### src/hw/acv_pkg.sv
// Package with register map, field layout and shared types of the converter control block.
package acv_pkg;
  localparam logic [7:0] INPUT_CONTROL_ADDR = 8'ha5;
  localparam logic [7:0] RESULT_LOW_ADDR = 8'hac;
  localparam logic [7:0] RESULT_HIGH_ADDR = 8'had;
  localparam logic [7:0] INPUT_CONTROL_RESET = 8'h00;
  localparam logic [7:0] RESULT_LOW_RESET = 8'h00;
  localparam logic [7:0] RESULT_HIGH_RESET = 8'h00;
  localparam int INPUT_CONNECT_BIT = 7;
  localparam int INTERNAL_REFERENCE_BIT = 6;
  localparam int INPUT_PAIR_MODE_BIT = 5;
  localparam int TRIGGER_SELECT_LSB = 3;
  localparam int CHANNEL_SELECT_LSB = 0;
  localparam int RESULT_WIDTH = 10;
  localparam logic [1:0] TRIGGER_SOFTWARE = 2'h0;
  localparam logic [1:0] TRIGGER_TIMER0 = 2'h1;
  localparam logic [1:0] TRIGGER_TIMER1 = 2'h2;
  localparam logic [1:0] TRIGGER_TIMER2 = 2'h3;
  // Analog source codes for the positive and negative converter inputs.
  localparam logic [3:0] SRC_PORT0_LINE0 = 4'h0;
  localparam logic [3:0] SRC_HALF_SUPPLY = 4'h8;
  localparam logic [3:0] SRC_TEMPERATURE = 4'h9;
  localparam logic [3:0] SRC_REFERENCE = 4'ha;
  localparam logic [3:0] SRC_NONE = 4'hf;

  typedef struct packed {
    logic input_connect_control;
    logic internal_reference_select;
    logic input_pair_mode;
    logic [1:0] conversion_trigger_select;
    logic [2:0] input_channel_select;
  } acv_input_control_t;

  typedef struct packed {
    logic [3:0] positive_source;
    logic [3:0] negative_source;
    logic use_internal_reference;
    logic temperature_from_sensor;
    logic input_pair_mode;
    logic input_connect;
    logic reserved_combination;
  } acv_route_t;

  typedef struct packed {
    logic write_strobe;
    logic [7:0] address;
    logic [7:0] write_data;
  } acv_sfr_write_t;
endpackage

### src/hw/acv_route_decode.sv
// Input multiplexer decode from the latched input control setting.
`timescale 1ns/10ps
module acv_route_decode (
  input wire acv_pkg::acv_input_control_t control,
  output acv_pkg::acv_route_t route
);
  wire [2:0] chan = control.input_channel_select;
  wire pair = control.input_pair_mode;
  wire [3:0] single_pos;
  wire [3:0] single_neg;
  wire [3:0] pair_pos;
  wire [3:0] pair_neg;
  wire pair_reserved;

  // Codes 0 to 5 map to lines 0 to 5, code 6 is temperature, code 7 is line 6.
  assign single_pos = (chan == 3'h6) ? acv_pkg::SRC_TEMPERATURE :
                      (chan == 3'h7) ? (acv_pkg::SRC_PORT0_LINE0 + 4'h6) :
                      (acv_pkg::SRC_PORT0_LINE0 + {1'b0, chan});
  assign single_neg = (chan == 3'h6) ? acv_pkg::SRC_REFERENCE : acv_pkg::SRC_HALF_SUPPLY;
  assign pair_reserved = chan[2] | (chan[1:0] == 2'h3);
  assign pair_pos = pair_reserved ? acv_pkg::SRC_NONE : (acv_pkg::SRC_PORT0_LINE0 + {chan[1:0], 2'h0} / 4'h2);
  assign pair_neg = pair_reserved ? acv_pkg::SRC_NONE : (pair_pos + 4'h1);
  // One driver for the whole route word, so no tool has to merge partial drivers.
  assign route = '{
    positive_source: pair ? pair_pos : single_pos,
    negative_source: pair ? pair_neg : single_neg,
    use_internal_reference: control.internal_reference_select,
    temperature_from_sensor: control.internal_reference_select,
    input_pair_mode: pair,
    input_connect: control.input_connect_control,
    reserved_combination: pair & pair_reserved
  };
endmodule

### src/hw/acv_converter_control.sv
// Converter input control, start/busy handling and result formatting.
// Operation
// - Reference bit picks internal reference or supply.
// - Pair mode bit picks differential or single-ended.
// - Trigger field picks software or timer start.
// - Single codes 0-5 route lines, negative half-supply.
// - Code 6 temperature/reference, code 7 line six.
// - Differential codes pair lines 0/1, 2/3, 4/5.
// - Temperature source follows reference select bit.
// - Input control at A5, resets to zero.
// - Result low at AC, resets to zero.
// - Right justified: low byte holds bits 7-0.
// - Left justified: bits 1-0 top, rest zero.
// - Justify bit selects right sign-extended or left.
// - Right justified high: bits 9-8, sign copies.
// - Start bit begins conversion, stays busy until done.
`timescale 1ns/10ps
module acv_converter_control (
  input wire logic CLK,
  input wire logic SRST,
  input wire acv_pkg::acv_sfr_write_t SFR_WR,
  input wire logic [7:0] SFR_RD_ADDR,
  output logic [7:0] SFR_RD_DATA,
  input wire logic START_WRITE,
  input wire logic RESULT_JUSTIFY_LEFT,
  input wire logic TIMER0_OVERFLOW,
  input wire logic TIMER1_OVERFLOW,
  input wire logic TIMER2_OVERFLOW,
  input wire logic CONVERSION_DONE,
  input wire logic [9:0] CONVERSION_RESULT,
  output logic CONVERT_START,
  output logic CONVERT_START_BUSY,
  output acv_pkg::acv_route_t ROUTE
);
  typedef enum logic {ACV_IDLE, ACV_BUSY} acv_state_t;

  ////////////////////////////////////////////////////////////////////////////////
  acv_pkg::acv_input_control_t control_q, control_d;
  acv_pkg::acv_input_control_t latched_q, latched_d;
  acv_pkg::acv_route_t route_w;
  acv_state_t state_q, state_d;
  logic [7:0] result_low_q, result_low_d;
  logic [7:0] result_high_q, result_high_d;
  logic [7:0] rd_data_d;
  logic start_q;

  wire ctl_write = SFR_WR.write_strobe && (SFR_WR.address == acv_pkg::INPUT_CONTROL_ADDR);
  wire low_write = SFR_WR.write_strobe && (SFR_WR.address == acv_pkg::RESULT_LOW_ADDR);
  wire high_write = SFR_WR.write_strobe && (SFR_WR.address == acv_pkg::RESULT_HIGH_ADDR);
  wire [1:0] trig = control_q.conversion_trigger_select;
  // Software start only counts in software mode; timers only in their own mode.
  wire trigger_hit = (trig == acv_pkg::TRIGGER_SOFTWARE) ? START_WRITE :
                     (trig == acv_pkg::TRIGGER_TIMER0) ? TIMER0_OVERFLOW :
                     (trig == acv_pkg::TRIGGER_TIMER1) ? TIMER1_OVERFLOW : TIMER2_OVERFLOW;
  wire start_now = (state_q == ACV_IDLE) && trigger_hit;
  wire [7:0] fmt_low = RESULT_JUSTIFY_LEFT ? {CONVERSION_RESULT[1:0], 6'h00} :
                                             CONVERSION_RESULT[7:0];
  wire [7:0] fmt_high = RESULT_JUSTIFY_LEFT ? CONVERSION_RESULT[9:2] :
                                              {{6{CONVERSION_RESULT[9]}}, CONVERSION_RESULT[9:8]};
  wire finish = (state_q == ACV_BUSY) && CONVERSION_DONE;

  ////////////////////////////////////////////////////////////////////////////////
  always_comb begin
    control_d = ctl_write ? acv_pkg::acv_input_control_t'(SFR_WR.write_data) : control_q;
    latched_d = start_now ? control_q : latched_q;
    state_d = state_q;
    case (state_q)
      ACV_IDLE: begin
        if (start_now) begin
          state_d = ACV_BUSY;
        end
      end
      ACV_BUSY: begin
        if (CONVERSION_DONE) begin
          state_d = ACV_IDLE;
        end
      end
      default: begin
        state_d = ACV_IDLE;
      end
    endcase
    // A completing conversion wins over a software write in the same cycle.
    result_low_d = finish ? fmt_low : (low_write ? SFR_WR.write_data : result_low_q);
    result_high_d = finish ? fmt_high : (high_write ? SFR_WR.write_data : result_high_q);
    case (SFR_RD_ADDR)
      acv_pkg::INPUT_CONTROL_ADDR: rd_data_d = control_q;
      acv_pkg::RESULT_LOW_ADDR: rd_data_d = result_low_q;
      acv_pkg::RESULT_HIGH_ADDR: rd_data_d = result_high_q;
      default: rd_data_d = 8'h00;
    endcase
  end

  acv_route_decode u_route (
    .control(latched_q),
    .route(route_w)
  );

  always_ff @(posedge CLK) begin
    if (SRST) begin
      control_q <= acv_pkg::INPUT_CONTROL_RESET;
      latched_q <= acv_pkg::INPUT_CONTROL_RESET;
      state_q <= ACV_IDLE;
      result_low_q <= acv_pkg::RESULT_LOW_RESET;
      result_high_q <= acv_pkg::RESULT_HIGH_RESET;
      start_q <= 1'b0;
      SFR_RD_DATA <= 8'h00;
      ROUTE <= '0;
    end else begin
      control_q <= control_d;
      latched_q <= latched_d;
      state_q <= state_d;
      result_low_q <= result_low_d;
      result_high_q <= result_high_d;
      start_q <= start_now;
      SFR_RD_DATA <= rd_data_d;
      ROUTE <= route_w;
    end
  end

  assign CONVERT_START = start_q;
  assign CONVERT_START_BUSY = (state_q == ACV_BUSY);

  ////////////////////////////////////////////////////////////////////////////////
  chk_control_reset_zero: assert property (@(posedge CLK) $past(SRST) |-> control_q == 8'h00)
    else $error("input control not zero after reset");
  chk_low_reset_zero: assert property (@(posedge CLK) $past(SRST) |-> result_low_q == 8'h00)
    else $error("result low not zero after reset");
  chk_low_right_just: assert property (@(posedge CLK) disable iff (SRST)
    finish && !RESULT_JUSTIFY_LEFT |=> result_low_q == $past(CONVERSION_RESULT[7:0]))
    else $error("right justified low byte wrong");
  chk_low_left_just: assert property (@(posedge CLK) disable iff (SRST)
    finish && RESULT_JUSTIFY_LEFT |=> result_low_q[5:0] == 6'h00 && result_low_q[7:6] == $past(CONVERSION_RESULT[1:0]))
    else $error("left justified low byte wrong");
  chk_high_sign_ext: assert property (@(posedge CLK) disable iff (SRST)
    finish && !RESULT_JUSTIFY_LEFT |=> result_high_q == {{6{$past(CONVERSION_RESULT[9])}}, $past(CONVERSION_RESULT[9:8])})
    else $error("high byte sign extension wrong");
  chk_high_left_just: assert property (@(posedge CLK) disable iff (SRST)
    finish && RESULT_JUSTIFY_LEFT |=> result_high_q == $past(CONVERSION_RESULT[9:2]))
    else $error("left justified high byte wrong");
  chk_soft_start_busy: assert property (@(posedge CLK) disable iff (SRST)
    !CONVERT_START_BUSY && trig == acv_pkg::TRIGGER_SOFTWARE && START_WRITE |=> CONVERT_START_BUSY && CONVERT_START)
    else $error("software start did not set busy");
  chk_busy_clears: assert property (@(posedge CLK) disable iff (SRST)
    CONVERT_START_BUSY && CONVERSION_DONE |=> !CONVERT_START_BUSY)
    else $error("busy did not clear on completion");
  chk_timer0_start: assert property (@(posedge CLK) disable iff (SRST)
    !CONVERT_START_BUSY && trig == acv_pkg::TRIGGER_TIMER0 |-> ##1 (CONVERT_START == $past(TIMER0_OVERFLOW)))
    else $error("timer 0 trigger mismatch");
  chk_setting_held: assert property (@(posedge CLK) disable iff (SRST)
    CONVERT_START_BUSY && !finish |=> latched_q == $past(latched_q))
    else $error("setting changed during conversion");
  chk_single_route: assert property (@(posedge CLK) disable iff (SRST)
    !latched_q.input_pair_mode && latched_q.input_channel_select < 3'h6 |=>
    ROUTE.negative_source == acv_pkg::SRC_HALF_SUPPLY)
    else $error("single-ended negative input wrong");
  chk_input_pair_mode_route: assert property (@(posedge CLK) disable iff (SRST)
    latched_q.input_pair_mode && latched_q.input_channel_select == 3'h1 |=> ROUTE.positive_source == 4'h2 &&
    ROUTE.negative_source == 4'h3)
    else $error("differential pair wrong");
  chk_temp_route: assert property (@(posedge CLK) disable iff (SRST)
    !latched_q.input_pair_mode && latched_q.input_channel_select == 3'h6 |=>
    ROUTE.positive_source == acv_pkg::SRC_TEMPERATURE && ROUTE.negative_source == acv_pkg::SRC_REFERENCE)
    else $error("temperature route wrong");
  chk_reference_follow: assert property (@(posedge CLK) disable iff (SRST)
    1'b1 |=> ROUTE.use_internal_reference == $past(latched_q.internal_reference_select) &&
    ROUTE.temperature_from_sensor == ROUTE.use_internal_reference)
    else $error("reference select not followed");
  chk_timer1_start: assert property (@(posedge CLK) disable iff (SRST)
    !CONVERT_START_BUSY && trig == acv_pkg::TRIGGER_TIMER1 |-> ##1 (CONVERT_START == $past(TIMER1_OVERFLOW)))
    else $error("timer 1 trigger mismatch");
  chk_timer2_start: assert property (@(posedge CLK) disable iff (SRST)
    !CONVERT_START_BUSY && trig == acv_pkg::TRIGGER_TIMER2 |-> ##1 (CONVERT_START == $past(TIMER2_OVERFLOW)))
    else $error("timer 2 trigger mismatch");
  chk_soft_no_timer: assert property (@(posedge CLK) disable iff (SRST)
    trig == acv_pkg::TRIGGER_SOFTWARE && !START_WRITE |=> !CONVERT_START)
    else $error("start without software request");
  chk_no_start_busy: assert property (@(posedge CLK) disable iff (SRST)
    CONVERT_START_BUSY |=> !CONVERT_START)
    else $error("start raised while busy");
  chk_start_one_cycle: assert property (@(posedge CLK) disable iff (SRST)
    CONVERT_START |=> !CONVERT_START)
    else $error("start pulse longer than one cycle");
  chk_busy_held: assert property (@(posedge CLK) disable iff (SRST)
    CONVERT_START_BUSY && !CONVERSION_DONE |=> CONVERT_START_BUSY)
    else $error("busy dropped before completion");
  chk_latch_at_start: assert property (@(posedge CLK) disable iff (SRST)
    start_now |=> latched_q == $past(control_q))
    else $error("settings not taken at start");
  chk_control_write: assert property (@(posedge CLK) disable iff (SRST)
    ctl_write |=> control_q == $past(SFR_WR.write_data))
    else $error("input control write lost");
  chk_control_hold: assert property (@(posedge CLK) disable iff (SRST)
    !ctl_write |=> $stable(control_q))
    else $error("input control changed without write");
  chk_low_write: assert property (@(posedge CLK) disable iff (SRST)
    low_write && !finish |=> result_low_q == $past(SFR_WR.write_data))
    else $error("result low write lost");
  chk_low_hold: assert property (@(posedge CLK) disable iff (SRST)
    !finish && !low_write |=> $stable(result_low_q))
    else $error("result low changed without cause");
  chk_high_write: assert property (@(posedge CLK) disable iff (SRST)
    high_write && !finish |=> result_high_q == $past(SFR_WR.write_data))
    else $error("result high write lost");
  chk_read_control: assert property (@(posedge CLK) disable iff (SRST)
    SFR_RD_ADDR == acv_pkg::INPUT_CONTROL_ADDR |=> SFR_RD_DATA == $past(control_q))
    else $error("input control read wrong");
  chk_read_low: assert property (@(posedge CLK) disable iff (SRST)
    SFR_RD_ADDR == acv_pkg::RESULT_LOW_ADDR |=> SFR_RD_DATA == $past(result_low_q))
    else $error("result low read wrong");
  chk_first_pair: assert property (@(posedge CLK) disable iff (SRST)
    latched_q.input_pair_mode && latched_q.input_channel_select == 3'h0 |=> ROUTE.positive_source == 4'h0 &&
    ROUTE.negative_source == 4'h1)
    else $error("first differential pair wrong");
  chk_line_six: assert property (@(posedge CLK) disable iff (SRST)
    !latched_q.input_pair_mode && latched_q.input_channel_select == 3'h7 |=>
    ROUTE.positive_source == 4'h6 && ROUTE.negative_source == acv_pkg::SRC_HALF_SUPPLY)
    else $error("line six route wrong");
  cov_soft_conv: cover property (@(posedge CLK) disable iff (SRST) CONVERT_START ##[1:20] finish);
  cov_left_result: cover property (@(posedge CLK) disable iff (SRST) finish && RESULT_JUSTIFY_LEFT);
  cov_timer2_start: cover property (@(posedge CLK) disable iff (SRST) start_now && trig == acv_pkg::TRIGGER_TIMER2);
  cov_input_pair_mode_mode: cover property (@(posedge CLK) disable iff (SRST) ROUTE.input_pair_mode && !ROUTE.reserved_combination);
  cov_timer0_start: cover property (@(posedge CLK) disable iff (SRST) start_now && trig == acv_pkg::TRIGGER_TIMER0);
endmodule

### config.mk
export PLATFORM = sky130hd
export DESIGN_NAME = acv_converter_control
export DESIGN_NICKNAME = d
export VERILOG_FILES = /design/src/hw/acv_pkg.sv /design/src/hw/acv_route_decode.sv /design/src/hw/acv_converter_control.sv
export SDC_FILE = /design/constraint.sdc
export NUM_CORES = 1
export LEC_CHECK = 0
export CAP_MARGIN = 10
export CORE_ASPECT_RATIO = 0.7
export CORE_MARGIN = 3
export CORE_UTILIZATION = 40
export DETAILED_ROUTE_END_ITERATION = 7
export DONT_BUFFER_PORTS = 1
export PLACE_DENSITY = 0.52
export REMOVE_ABC_BUFFERS = 1
export SYNTH_ARGS = -nofsm -noshare
export SYNTH_HDL_FRONTEND = slang
export SYNTH_SLANG_ARGS = --single-unit
### constraint.sdc
create_clock -name CLK -period 1.8 [get_ports CLK]
set_input_delay 0.36 -clock CLK [delete_from_list [all_inputs] [get_ports CLK]]
set_output_delay 0.36 -clock CLK [all_outputs]
set_load 0.05 [all_outputs]
-- Word level (Yosys, flattened, before mapping)
Index checks and enable logic that the tools add are counted.
- register bits: 52
- input bits: 43
- output and inout bits: 23
- word-level logic and storage cells: 63
- $add $sub $neg: 1
- eq/ne operators: 11
- mux-type cells: 20
- bitwise gates (word level): 3
- reduce and logical (&&, ||, !) cells: 8
- operators by type and width (kind ; number):
    equality test 8 bit (second input constant) ; 6
    two-way mux 8 bit ; 5
    case mux 8 bit (3 select lines) ; 1
    two-way mux 4 bit ; 5
    two-way mux 7 bit ; 1
    equality test 3 bit (second input constant) ; 2
    logical AND 1 bit ; 5
    two-way mux 1 bit ; 5
    adder 4 x 1 -> 4 bit (second input constant) ; 1
    equality test 2 bit (second input constant) ; 2
    nonzero test 2 bit ; 2
    two-way mux 3 bit ; 1
    equality test 2 x 1 -> 1 bit (second input constant) ; 1
    logical NOT 2 bit ; 1
    two-way mux 2 bit ; 1
    case mux 1 bit (2 select lines) ; 1
    bitwise AND 1 bit ; 1
    NOT 1 bit ; 1
    bitwise OR 1 bit ; 1

-- Logic depth before layout (Yosys ltp)
Gate-level depths: netlist of the first run.
- depth in word-level cells: 7
- mapped depth: 6
- depth with buffers taken out: 4

-- Modules after synthesis
Synthesis of the first run repeated with hierarchy kept, for this count alone.
- cells, all modules: 265
- area total of the unflattened synthesis: 2561.2 um^2
- by module, submodules not included (module ; times used ; cells each ; area an instance (um^2)):
    acv_converter_control ; 1 ; 239 ; 2401.1
    acv_route_decode ; 1 ; 26 ; 160.2

-- Worst setup path after synthesis of the first run
Ideal clock, no wire load.
- path type: reg2reg
- start: reg state_q, in the netlist CONVERT_START_BUSY
- end: reg result_low_q[6]
- arrival: 1.728 ns
- setup slack: 0.005 ns
- stages on the path, launching flop included: 7
- path buffers: 2
- path through: dfxtp_1 > buf_2 > and2_1 > clkbuf_1 > nor2_1 > a211o_1 > a21oi_2
- word-level cells in the longest chain between the ends: 2
- elaborated cells between the ends (all ways): 3
- classes of those cells: 1 x mux; 2 x reduce/logical
- RTL lines (what ; line ; RTL):
    start: declaration ; acv_converter_control.sv:41 ; acv_state_t state_q, state_d;
    start signal: assignment ; acv_converter_control.sv:111 ; state_q <= state_d;
    logical AND 1 bit * ; acv_converter_control.sv:60 ; wire finish = (state_q == ACV_BUSY) && CONVERSION_DONE;
    two-way mux 8 bit / nonzero test 2 bit (equally long branches) ; - ;
    end signal: assignment ; acv_converter_control.sv:103 ; result_low_q <= acv_pkg::RESULT_LOW_RESET;
    end signal: assignment ; acv_converter_control.sv:112 ; result_low_q <= result_low_d;
    end: declaration ; acv_converter_control.sv:42 ; logic [7:0] result_low_q, result_low_d;
Every way passes the cells marked *; elsewhere a longest branch is shown, timed or not.
A chain may end at the register's enable or synchronous reset.

-- Worst setup path in the final report of the first run
- start: reg control_q, in the netlist trig[0]
- end: reg latched_q[6] (netlist name)
- word-level cells in the longest chain between the ends: 5
- elaborated cells between the ends (all ways): 7
- classes of those cells: 2 x eq/ne; 3 x mux; 2 x reduce/logical
- RTL lines (what ; line ; RTL):
    start: declaration ; acv_converter_control.sv:38 ; acv_pkg::acv_input_control_t control_q, control_d;
    start signal: assignment ; acv_converter_control.sv:100 ; control_q <= acv_pkg::INPUT_CONTROL_RESET;
    start signal: assignment ; acv_converter_control.sv:109 ; control_q <= control_d;
    equality test 2 bit ; acv_converter_control.sv:54 ; (trig == acv_pkg::TRIGGER_TIMER1) ? TIMER1_OVERFLOW : TIMER2_OVERFLOW;
    two-way mux 1 bit ; acv_converter_control.sv:54 ;
    two-way mux 1 bit ; acv_converter_control.sv:53 ; (trig == acv_pkg::TRIGGER_TIMER0) ? TIMER0_OVERFLOW :
    two-way mux 1 bit * ; acv_converter_control.sv:52 ; wire trigger_hit = (trig == acv_pkg::TRIGGER_SOFTWARE) ? START_WRITE :
    logical AND 1 bit * ; acv_converter_control.sv:55 ; wire start_now = (state_q == ACV_IDLE) && trigger_hit;
    end signal: assignment ; acv_converter_control.sv:101 ; latched_q <= acv_pkg::INPUT_CONTROL_RESET;
    end signal: assignment ; acv_converter_control.sv:110 ; latched_q <= latched_d;
    end: declaration ; acv_converter_control.sv:39 ; acv_pkg::acv_input_control_t latched_q, latched_d;
Marked as above.

==> implementation parameters, run 1 <==
Parameter                              Value

Routing
  Count of nets left with antenna violations after detail routing ... 0
  Routed WL per cell ... 17.5 um
  Total wire length ... 5340 um
  Number of vias in the routed layout ... 1,584
  DRC violation count after routing ... 0
  DRC marker count from the first detailed-route iteration ... 96
  First-pass iteration count of the detailed router ... 4
  Average via count per standard cell ... 5.21

Global route
  Total overflow reported by the global router ... 0
  Wire length of the first global-routing pass ... 8650 um
  Pin count of the biggest net entering global routing ... 43
  Vias in the first global route ... 1,511
  Total global routing track utilization ... 17.6%
  Number of antenna violations at the first check in global routing ... 0

Worst setup path
  Delay of the slowest cell on the worst path ... 0.52 ns
  Cell family with most CP delay ... multiplexers
  Largest fanout on the critical path ... 8
  Startpoint types ... flip-flop
  Worst reg2reg path depth ... 5
  Ordered list of cells on the worst path ... mux4_2 -> nand2b_1 -> buf_4 -> mux2i_1 -> nor2_1
  Start point of the critical path ... trig[0]$_SDFFE_PP0P_
  Arrival time of the worst setup path ... 1.73 ns
  Logic depth of the worst path, buffers included ... 5
  Cell at the slowest stage of the critical path ... mux4_2
  Worst Path Buf+Inv ... 1
  R2R setup slack ... 0.26 ns
  Required time worst endpoint ... 2.00 ns
  Critical path endpoint category ... flip-flop
  Critical path start-end classification ... reg -> reg
  FF-to-FF End ... latched_q[6]$_SDFFE_PP0P_
  Critical Path Sink ... latched_q[6]$_SDFFE_PP0P_
  FF-to-FF Start ... trig[0]$_SDFFE_PP0P_

Yosys
  Yosys Warn Count ... 0
  Average cell area after synthesis ... 9.58 um^2
  Top flip-flop cell by instance count after synthesis ... dfxtp_1
  Number of enable-type register cells in the synthesized netlist ... 0
  Share of flip-flops with an asynchronous set or reset after synthesis ... 0%
  Cell area after synthesis ... 2250 um^2
  Fraction of the yosys area taken by sequential cells ... 46.2%
  Number of distinct library cell variants in the gate-level netlist after synthesis ... 34
  Share of Yosys cell area claimed by the top area cell type ... 46.2%
  Total of flip-flops plus latches after synthesis ... 52
  Main area contributors after synthesis ... dfxtp_1, mux2i_1, nor2_1, a21oi_1, mux2_2
  Most frequent cell after synthesis ... dfxtp_1
  Cell accounting for the most synthesized area ... dfxtp_1
  Synthesized instance count ... 235
  Ranking of synthesized cells by instance count ... dfxtp_1, nor2_1, mux2i_1

Floorplanning
  Floorplan die width ... 95.7 um
  Core box area ... 5340 um^2
  Ports ... 66
  Starting density of the core ... 42.2%
  # rows ... 22
  Die area ... 6580 um^2
  Chip height ... 68.8 um

Place
  Dpl cell area ... 2310 um^2
  Final weighted congestion in routability-driven placement ... 0.844
  Number of buffer cells added on primary ports ... 0
  Number of placed instances, taps included ... 297
  Placed wire-length estimate after detailed placement ... 3970 um

Final layout
  Core occupancy in the finished layout ... 45.1%
  Combined area of the multi-input logic cells ... 1110 um^2
  Post-layout instance area ... 2410 um^2
  Count of nets after finishing ... 275
  Number of fillers in the final layout ... 554
  Layout cells sized above 1 ... 13.4%
  Number of standard cells in the layout, taps in and fillers out ... 304
  P&R area growth vs syn ... 7.06%
  Ant diodes ... 0
  Sequential cell area ... 1040 um^2

Clocking
  TritonCTS clock tree ... built
  Count of hold buffers inserted by post-cts repair ... 0
  Resize count post-CTS ... 0
  Clock insertion delay at the later pin of the skew report ... 0.29 ns
  Root Buffer ... clkbuf_8
  Post-CTS setup buffers ... 0
  Maximum count of clock buffers along a single path ... 2
  Clock slew at reported path FFs ... 0.09 ns
  CTS H-tree depth ... 2
  CTS Buf Count ... 5
  TritonCTS sink count ... 52

Power
  Fraction of power consumed by sequential logic ... 58.8%
  Switching portion of total power ... 22.1%
  P_int ... 1570 uW
  Portion of total power attributed to the clock network ... 34.8%
  IR drop worst, VDD ... 422 uV
  Power Density ... 838 nW/um^2
  Switching power summed over all nets ... 447 uW
  Proportion of power drawn by combinational gates ... 6.5%
  Leakage Power ... 0.000866 uW

STA
  Portion of the clock cycle consumed by the worst path in the final layout ... 85.3%
  Final setup vio count ... 0
  Final Hold Violating Endpoints ... 0
  Setup skew after layout ... 0.00414 ns
  Highest clock frequency the design can meet ... 0.651 GHz
  Number of slew-limit violations in the final report ... 0
  Max-Slew Margin vs Limit ... 62.7%
  Sum Neg Setup Slack ... 0 ns
  Time the final worst path needs with I/O delays and setup ... 1.54 ns
  RSZ-0062 raised after global routing ... false
  Actual transition at the worst max-transition pin ... 0.559 ns

Job
  Max Cap Viol ... 0

Status
  Status ... finished, final reports clean

Min path
  Class of the worst hold path ... in -> reg
-- worst register-to-register path, stage by stage, from the launching register on --
cell and delay [ns]:
dfxtp_1 0.38, mux4_2 0.52, nand2b_1 0.08, buf_4 0.20, mux2i_1 0.21, nor2_1 0.05
-- metal layers --
layer  GRT usage, %  part of all wire (%)  up-vias  wire length, um
li1               -                     -      824                -
met3           6.62                   7.8        2              416
met4           2.13                  0.22        0               12
met5              0                     0        -                0
met1           27.1                    52      707             2780
met2           23.3                    40       51             2130
-- cell type report --
class | instances | area share, %
sequential | 52 | 43.2
timing repair buffer | 8 | 2.49
tap | 72 | 3.74
multi-input combinational | 162 | 46.1
clock buffer | 7 | 4.00
inverter | 3 | 0.467
-- logic make-up after synthesis --
family                 synth area share (%)
AO/OA/AOI/OAI                          14.6
XOR/XNOR                              0.389
buffers and inverters                  4.39
flip-flops                             46.2
multiplexers                           16.1
AND/OR/NAND/NOR                        18.2
-- state kept, by name, indices dropped and copies added, names as in the netlist --
| signal | cells |
|---|---|
| trig | 2 |
| CONVERT_START_BUSY | 1 |
| SFR_RD_DATA | 8 |
| ROUTE | 12 |
| result_high_q | 8 |
| result_low_q | 8 |
| control_q | 6 |
| CONVERT_START | 1 |
| latched_q | 6 |
-- power groups by stage --
stage	Combinational [uW]	Clock, uW	Sequential (uW)
after floorplan	93.2	0	1220
after global placement	130	0	1210
after detailed placement	131	0	1210
after CTS	131	727	1190
after global routing	144	784	1190
final	131	702	1190
-- worst min-delay path by stage --
stage | from | endpoint | slack [ns] | cells past startpoint
final | SRST | CONVERT_START$_SDFF_PP0_ | 0.13 | 1
after global routing | SRST | CONVERT_START$_SDFF_PP0_ | 0.1 | 1
after CTS | SRST | ROUTE[9]$_SDFF_PP0_ | 0.11 | 1
after detailed placement | SRST | result_low_q[7]$_SDFFE_PP0P_ | 0.44 | 1
after global placement | SRST | result_low_q[7]$_SDFFE_PP0P_ | 0.44 | 1
after floorplan | SRST | result_low_q[6]$_SDFFE_PP0P_ | 0.42 | 1
-- metrics by stage --
| step | power (uW) | hold slack [ns] | setup WS (ns) |
|---|---|---|---|
| global placement | 1340 | 0.435 | 0.282 |
| global route | 2120 | 0.0972 | 0.138 |
| floorplan | 1310 | 0.422 | -0.0349 |
| CTS | 2050 | 0.113 | 0.245 |
| detailed placement | 1340 | 0.436 | 0.261 |
| finish | 2020 | 0.129 | 0.265 |
-- cells in the final DEF (no fill, tap or decap), drive strengths merged, types with 6 or more instances in the layout --
master,netlist,routed
clkbuf,11,7
nor2b,6,6
mux2i,25,25
buf,7,8
mux2,8,8
a22oi,8,8
dfxtp,52,52
a32oi,6,6
a21oi,21,21
nor2,41,41
nand2,16,16
Note: power is estimated with default switching activity, not from simulation.
==> run 2: changes to the inputs <==
- clock period: 1.8 -> 1.55 ns (I/O delays scaled with it)
==> run 2 against run 1 <==
Final area rose by 1.0%. Register-to-register slack got worse by 0.15 ns. First-iteration DRC count is 22% higher. Power increased by 13%. Clock power is 5.1% higher. Critical path depth is the same. Via count up 2.9%. Core utilization up 0.47 points. Sequential cell count stayed put. Die area stayed put. Clock-buffer cell count fell by 1. Sequential power increased by 16%. Largest power group unchanged.
==> implementation parameters, run 2 (synthesis results as in run 1) <==
Parameter                              Value

Power
  IR drop worst, VDD ... 384 uV (-9.1%)
  Leakage Power ... 0.000875 uW (+1.1%)
  Power Density ... 936 nW/um^2 (+12%)

Clocking
  Maximum count of clock buffers along a single path ... 2 (unchanged)
  CTS Buf Count ... 5 (unchanged)
  TritonCTS sink count ... 52 (unchanged)
  Clock slew at reported path FFs ... 0.09 ns (about the same)
  Count of hold buffers inserted by post-cts repair ... 0 (unchanged)
  CTS H-tree depth ... 2 (unchanged)
  Root Buffer ... clkbuf_8
  TritonCTS clock tree ... built
  Clock insertion delay at the later pin of the skew report ... 0.31 ns (+0.02 ns)

Floorplanning
  Floorplan die width ... 95.7 um (unchanged)
  Core box area ... 5340 um^2 (unchanged)
  # rows ... 22 (unchanged)
  Ports ... 66 (unchanged)
  Die area ... 6580 um^2 (unchanged)
  Chip height ... 68.8 um (unchanged)
  Starting density of the core ... 42.2% (unchanged)

Worst setup path
  Startpoint types ... flip-flop
  Worst reg2reg path depth ... 5 (unchanged)
  Critical path endpoint category ... flip-flop
  Critical path start-end classification ... reg -> reg
  Required time worst endpoint ... 1.76 ns (-0.24 ns)
  FF-to-FF Start ... trig[0]$_SDFFE_PP0P_
  R2R setup slack ... 0.11 ns (-0.15 ns)
  FF-to-FF End ... latched_q[7]$_SDFFE_PP0P_
  Arrival time of the worst setup path ... 1.65 ns (-0.08 ns)
  Largest fanout on the critical path ... 8 (unchanged)

Routing
  Total wire length ... 5440 um (+2.0%)
  DRC violation count after routing ... 0 (unchanged)
  Average via count per standard cell ... 5.33 (+2.2%)
  Count of nets left with antenna violations after detail routing ... 0 (unchanged)
  Routed WL per cell ... 17.8 um (+1.4%)
  DRC marker count from the first detailed-route iteration ... 117 (+22%)
  Number of vias in the routed layout ... 1,630 (+2.9%)
  First-pass iteration count of the detailed router ... 4 (unchanged)

Place
  Number of buffer cells added on primary ports ... 0 (unchanged)
  Final weighted congestion in routability-driven placement ... 0.776 (-8.0%)
  Dpl cell area ... 2350 um^2 (+1.7%)
  Placed wire-length estimate after detailed placement ... 3920 um (-1.3%)

Status
  Status ... finished, final reports clean

Global route
  Total global routing track utilization ... 17.5% (-0.12 points)
  Number of antenna violations at the first check in global routing ... 0 (unchanged)
  Vias in the first global route ... 1,479 (-2.1%)
  Wire length of the first global-routing pass ... 8400 um (-2.9%)
  Total overflow reported by the global router ... 0 (unchanged)
  Pin count of the biggest net entering global routing ... 43 (unchanged)

Final layout
  Post-layout instance area ... 2430 um^2 (+1.0%)
  Ant diodes ... 0 (unchanged)
  P&R area growth vs syn ... 8.17%
  Max FFs per register ... 12 (unchanged)
  Layout cells sized above 1 ... 14.5% (+1.2 points)
  Count of nets after finishing ... 277 (+0.73%)
  Number of fillers in the final layout ... 545 (-1.6%)
  Commonest non-fill, non-tap cells in the layout ... dfxtp_1, nor2_1, mux2i_1
  Most common cell after layout, fill and taps aside ... dfxtp_1
  Largest register by flop count ... ROUTE

STA
  Setup skew after layout ... 0.0103 ns (+0.00615 ns)
  Final Hold Violating Endpoints ... 0 (unchanged)
  RSZ-0062 raised after global routing ... false
  Sum Neg Setup Slack ... 0 ns (unchanged)
  Number of slew-limit violations in the final report ... 0 (unchanged)
  Actual transition at the worst max-transition pin ... 0.491 ns (-0.0676 ns)
  Final setup vio count ... 0 (unchanged)
  Time the final worst path needs with I/O delays and setup ... 1.44 ns (-0.0957 ns)
  Max-Slew Margin vs Limit ... 67.2% (+4.5 points)
  Portion of the clock cycle consumed by the worst path in the final layout ... 92.9% (+7.6 points)
  Highest clock frequency the design can meet ... 0.695 GHz (+6.6%)

Job
  Max Cap Viol ... 0 (unchanged)

Min path
  Class of the worst hold path ... in -> reg
  Endpoint with the worst hold slack ... ROUTE[11]$_SDFF_PP0_
  Source of the worst hold timing path ... SRST
  Cells on Worst Hold Path ... 1 (unchanged)
[run 2: cell count changes in the layout (fill, tap and decap cells not counted)]
cell      delta
clkinv_2     +1
clkbuf_8     -2
nor2_1       -1
buf_12       +2
nor2_2       +1
dfxtp_1      -1
dfxtp_2      +1
clkbuf_1     +1
[run 2: final cells by class]
class / instances / area (um^2) / area share (%)
Sequential cell: 52 / 1040 / 42.8
Clock inverter: 1 / 5.00 / 0.206
Tap cell: 72 / 90.1 / 3.70
Clock buffer: 6 / 72.6 / 2.98
Timing Repair Buffer: 10 / 100 / 4.11
Multi-Input combinational cell: 162 / 1110 / 45.7
Inverter: 3 / 11.3 / 0.462
[run 2: report_power, final]
group / switching, uW / internal (uW) / leakage [uW]
clock network: 430 / 308 / 0.0000410
registers: 22.0 / 1360 / 0.000421
logic: 83.6 / 80.9 / 0.000413
total: 535 / 1740 / 0.000875
[run 2: how the worst max path moves through the flow]
stage,start,endpoint,slack (ns),cells past startpoint
floorplan,CONVERT_START_BUSY$_SDFF_PP0_,result_low_q[6]$_SDFFE_PP0P_,-0.28,4
global placement,trig[0]$_SDFFE_PP0P_,latched_q[0]$_SDFFE_PP0P_,0.10,5
detailed placement,trig[0]$_SDFFE_PP0P_,latched_q[7]$_SDFFE_PP0P_,0.08,5
CTS,trig[0]$_SDFFE_PP0P_,latched_q[1]$_SDFFE_PP0P_,0.07,5
global route,CONVERT_START_BUSY$_SDFF_PP0_,result_high_q[0]$_SDFFE_PP0P_,0.04,5
finish,trig[0]$_SDFFE_PP0P_,latched_q[7]$_SDFFE_PP0P_,0.11,5
[run 2: what timing repair did]
| item | CTS | global route |
|---|---|---|
| buffers inserted | 0 | 0 |
| gates resized for setup | 0 | 2 |
| endpoints found under the setup margin | 0 | 7 |
[run 2: stage by stage]
step | cells | total power [uW] | utilization [%] | worst slack, ns | hold WS (ns)
floorplan | 217 | 1520 | - | -0.285 | 0.372
global placement | 299 | 1570 | 44.1 | 0.105 | 0.385
detailed placement | 299 | 1570 | 44.1 | 0.0755 | 0.386
CTS | 306 | 2310 | 45.5 | 0.0685 | 0.0490
global route | 306 | 2380 | 45.6 | 0.0372 | 0.0417
finish | 306 | 2280 | 45.6 | 0.110 | 0.0627
[run 2: worst max-delay path, stage by stage (launching register included)]
cell	delay, ns
dfxtp_2	0.35
mux4_2	0.48
nand2b_1	0.13
buf_12	0.15
mux2i_1	0.19
nor2_1	0.05
[run 2: routing by layer]
metal	GRT usage (%)	part of all wire (%)	wire (um)
met5	0	0	0
met1	26.3	52	2810
met4	6.38	1.4	74
met3	5.53	7.7	421
met2	22.8	39	2130
==> run 3: changes to the inputs <==
- CORE_ASPECT_RATIO: 0.7 -> 0.5
- CORE_UTILIZATION: 40 -> 36
- PLACE_DENSITY: 0.52 -> 0.48
- SYNTH_HIERARCHICAL: not set -> 1
==> run 3 against run 2 <==
Highest routed layer unchanged. Non-clock buffer count increased by 1. Sequential share of layout area decreased by 3.9 points. First-iteration DRC count decreased by 27%. Clock-buffer cell count unchanged. Critical path depth unchanged. Worst setup slack improved by 0.047 ns. Global-route usage decreased by 1.5 points. Via count increased by 8.6%. Sequential cell count increased by 1. Clock skew decreased by 0.0064 ns. Power increased by 19%. Fmax increased by 3.4%.
==> implementation parameters, run 3 <==
Parameter                              Value

Routing
  Routed WL per cell ... 17.7 um (-0.48%)
  First-pass iteration count of the detailed router ... 4 (unchanged)
  Average via count per standard cell ... 5.16 (-3.1%)
  Count of nets left with antenna violations after detail routing ... 0 (unchanged)
  Number of vias in the routed layout ... 1,770 (+8.6%)
  Total wire length ... 6070 um (+12%)
  DRC marker count from the first detailed-route iteration ... 85 (-27%)
  DRC violation count after routing ... 0 (unchanged)

Global route
  Total overflow reported by the global router ... 0 (unchanged)
  Global Route met2 Usage ... 24.4% (+1.6 points)
  Wire length of the first global-routing pass ... 9720 um (+16%)
  Total global routing track utilization ... 15.9% (-1.5 points)
  Vias in the first global route ... 1,798 (+22%)
  Number of antenna violations at the first check in global routing ... 0 (unchanged)
  Met3 track demand over resource ... 5.84% (+0.31 points)
  Layer with the highest usage ... met2
  Met1 usage in global routing ... 21.5% (-4.8 points)
  Pin count of the biggest net entering global routing ... 40 (-7.0%)

Worst setup path
  Delay of the slowest cell on the worst path ... 0.42 ns (-0.06 ns)
  Critical path endpoint category ... flip-flop
  Largest fanout on the critical path ... 17 (+9)
  Startpoint types ... flip-flop
  Required time worst endpoint ... 1.74 ns (-0.02 ns)
  Arrival time of the worst setup path ... 1.58 ns (-0.07 ns)
  Critical path start-end classification ... reg -> reg
  Ordered list of cells on the worst path ... nand2_2 -> o31ai_4 -> buf_12 -> mux2i_1 -> nor2_1
  Cell at the slowest stage of the critical path ... dfxtp_1

STA
  Final Hold Violating Endpoints ... 0 (unchanged)
  Time the final worst path needs with I/O delays and setup ... 1.39 ns (-0.0469 ns)
  Number of slew-limit violations in the final report ... 0 (unchanged)
  Portion of the clock cycle consumed by the worst path in the final layout ... 89.9% (-3.0 points)
  Highest clock frequency the design can meet ... 0.718 GHz (+3.4%)
  Max-Slew Margin vs Limit ... 67.1% (-0.11 points)
  Setup skew after layout ... 0.00389 ns (-0.00640 ns)
  Final setup vio count ... 0 (unchanged)
  Worst hold margin ... 0.0830 ns (+0.0203 ns)
  RSZ-0062 raised after global routing ... false
  Actual transition at the worst max-transition pin ... 0.493 ns (+0.00164 ns)

Final layout
  Post-layout instance area ... 2730 um^2 (+12%)
  Count of nets after finishing ... 297 (+7.2%)
  Ant diodes ... 0 (unchanged)
  Max FFs per register ... 13 (+1)
  Core occupancy in the finished layout ... 42.7% (-2.9 points)
  P&R area growth vs syn ... 9.39%
  Commonest non-fill, non-tap cells in the layout ... dfxtp_1, nor2_1, mux2i_1
  Number of fillers in the final layout ... 633 (+16%)
  Largest register by flop count ... ROUTE
  Layout cells sized above 1 ... 14.5% (-0.020 points)
  Most common cell after layout, fill and taps aside ... dfxtp_1

Floorplanning
  # rows ... 20 (-9.1%)
  Chip height ... 64.8 um (-5.7%)
  Die area ... 8020 um^2 (+22%)
  Floorplan die width ... 124 um (+29%)
  Starting density of the core ... 39.1% (-3.1 points)
  Core box area ... 6380 um^2 (+19%)
  Ports ... 66 (unchanged)

Power
  Leakage Power ... 0.000941 uW (+7.5%)
  Power Density ... 995 nW/um^2 (+6.3%)
  Portion of total power attributed to the clock network ... 40.3% (+7.9 points)
  Switching power summed over all nets ... 627 uW (+17%)
  P_int ... 2090 uW (+20%)
  IR drop worst, VDD ... 424 uV (+10%)
  Switching portion of total power ... 23.1% (-0.38 points)
  Fraction of power consumed by sequential logic ... 52.1% (-8.3 points)
  Proportion of power drawn by combinational gates ... 7.6% (+0.4 points)
  Overall power after layout ... 2710 uW (+19%)

Yosys
  Cell area after synthesis ... 2490 um^2 (+11%)
  Average cell area after synthesis ... 9.62 um^2 (+0.47%)
  Yosys Warn Count ... 6 (+6)
  Synthesized instance count ... 259 (+10%)

Clocking
  Resize count post-CTS ... 0 (unchanged)
  Clock insertion delay at the later pin of the skew report ... 0.29 ns (-0.02 ns)
  CTS Buf Count ... 5 (unchanged)
  Count of hold buffers inserted by post-cts repair ... 0 (unchanged)
  CTS H-tree depth ... 2 (unchanged)
  Root Buffer ... clkbuf_16
  TritonCTS sink count ... 53 (+1.9%)
  Post-CTS setup buffers ... 0 (unchanged)
  TritonCTS clock tree ... built
  Clock slew at reported path FFs ... 0.07 ns (-0.02 ns)
  Maximum count of clock buffers along a single path ... 2 (unchanged)

Place
  Dpl cell area ... 2590 um^2 (+9.9%)
  Final weighted congestion in routability-driven placement ... 0.766 (-1.2%)
  Number of buffer cells added on primary ports ... 0 (unchanged)
  Placed wire-length estimate after detailed placement ... 4280 um (+9.2%)

Status
  Status ... finished, final reports clean

Job
  Max Cap Viol ... 0 (unchanged)

Min path
  Class of the worst hold path ... in -> reg
## run 3: final cells by class
cell class              instances  area, um^2  area share, %
multi-input cells             181        1290           47.3
flip-flops and latches         53        1060           38.9
clock buffers                   6         129           4.73
repair buffers                 11         120           4.41
well taps                      88         110           4.04
clock inverters                 2        10.0          0.367
inverters                       2        7.51          0.275
## run 3: routing by layer
layer / part of all wire (%) / routed length, um
met1: 48 / 2930
met2: 44 / 2650
met3: 7.3 / 445
met4: 0.72 / 44
met5: 0 / 0
## run 3: critical path, delay by kind of cell (launching register included)
kind	cells	cell delay, ns
simple gates	2	0.34
compound gates	1	0.16
buf+inv	1	0.17
flops	1	0.42
mux	1	0.19
## run 3: worst paths after layout
check	startpoint	to	slack, ns	cells past startpoint
setup / recovery	CONVERT_START_BUSY$_SDFF_PP0_	result_high_q[5]$_SDFFE_PP0P_	0.16	5
hold / removal	SRST	ROUTE[5]$_SDFF_PP0_	0.08	1
setup reg to reg	CONVERT_START_BUSY$_SDFF_PP0_	result_high_q[5]$_SDFFE_PP0P_	0.16	5
hold reg to reg	latched_q[7]$_SDFFE_PP0P_	latched_q[7]$_SDFFE_PP0P_	0.46	2
## run 3: through the flow
stage | TNS, ns | cells | setup slack, ns
CTS | 0 | 343 | 0.154
finish | 0 | 343 | 0.157
global placement | -0.00635 | 335 | -0.00635
floorplan | -4.98 | 236 | -0.339
detailed placement | -0.0891 | 335 | -0.0430
global route | 0 | 343 | 0.0390
## run 3: power groups by stage
stage	Clock (uW)	Sequential [uW]	Combinational (uW)
after global routing	1180	1410	227
after detailed placement	0	1440	207
after global placement	0	1440	205
after CTS	1120	1410	208
final	1090	1410	207
after floorplan	0	1450	144
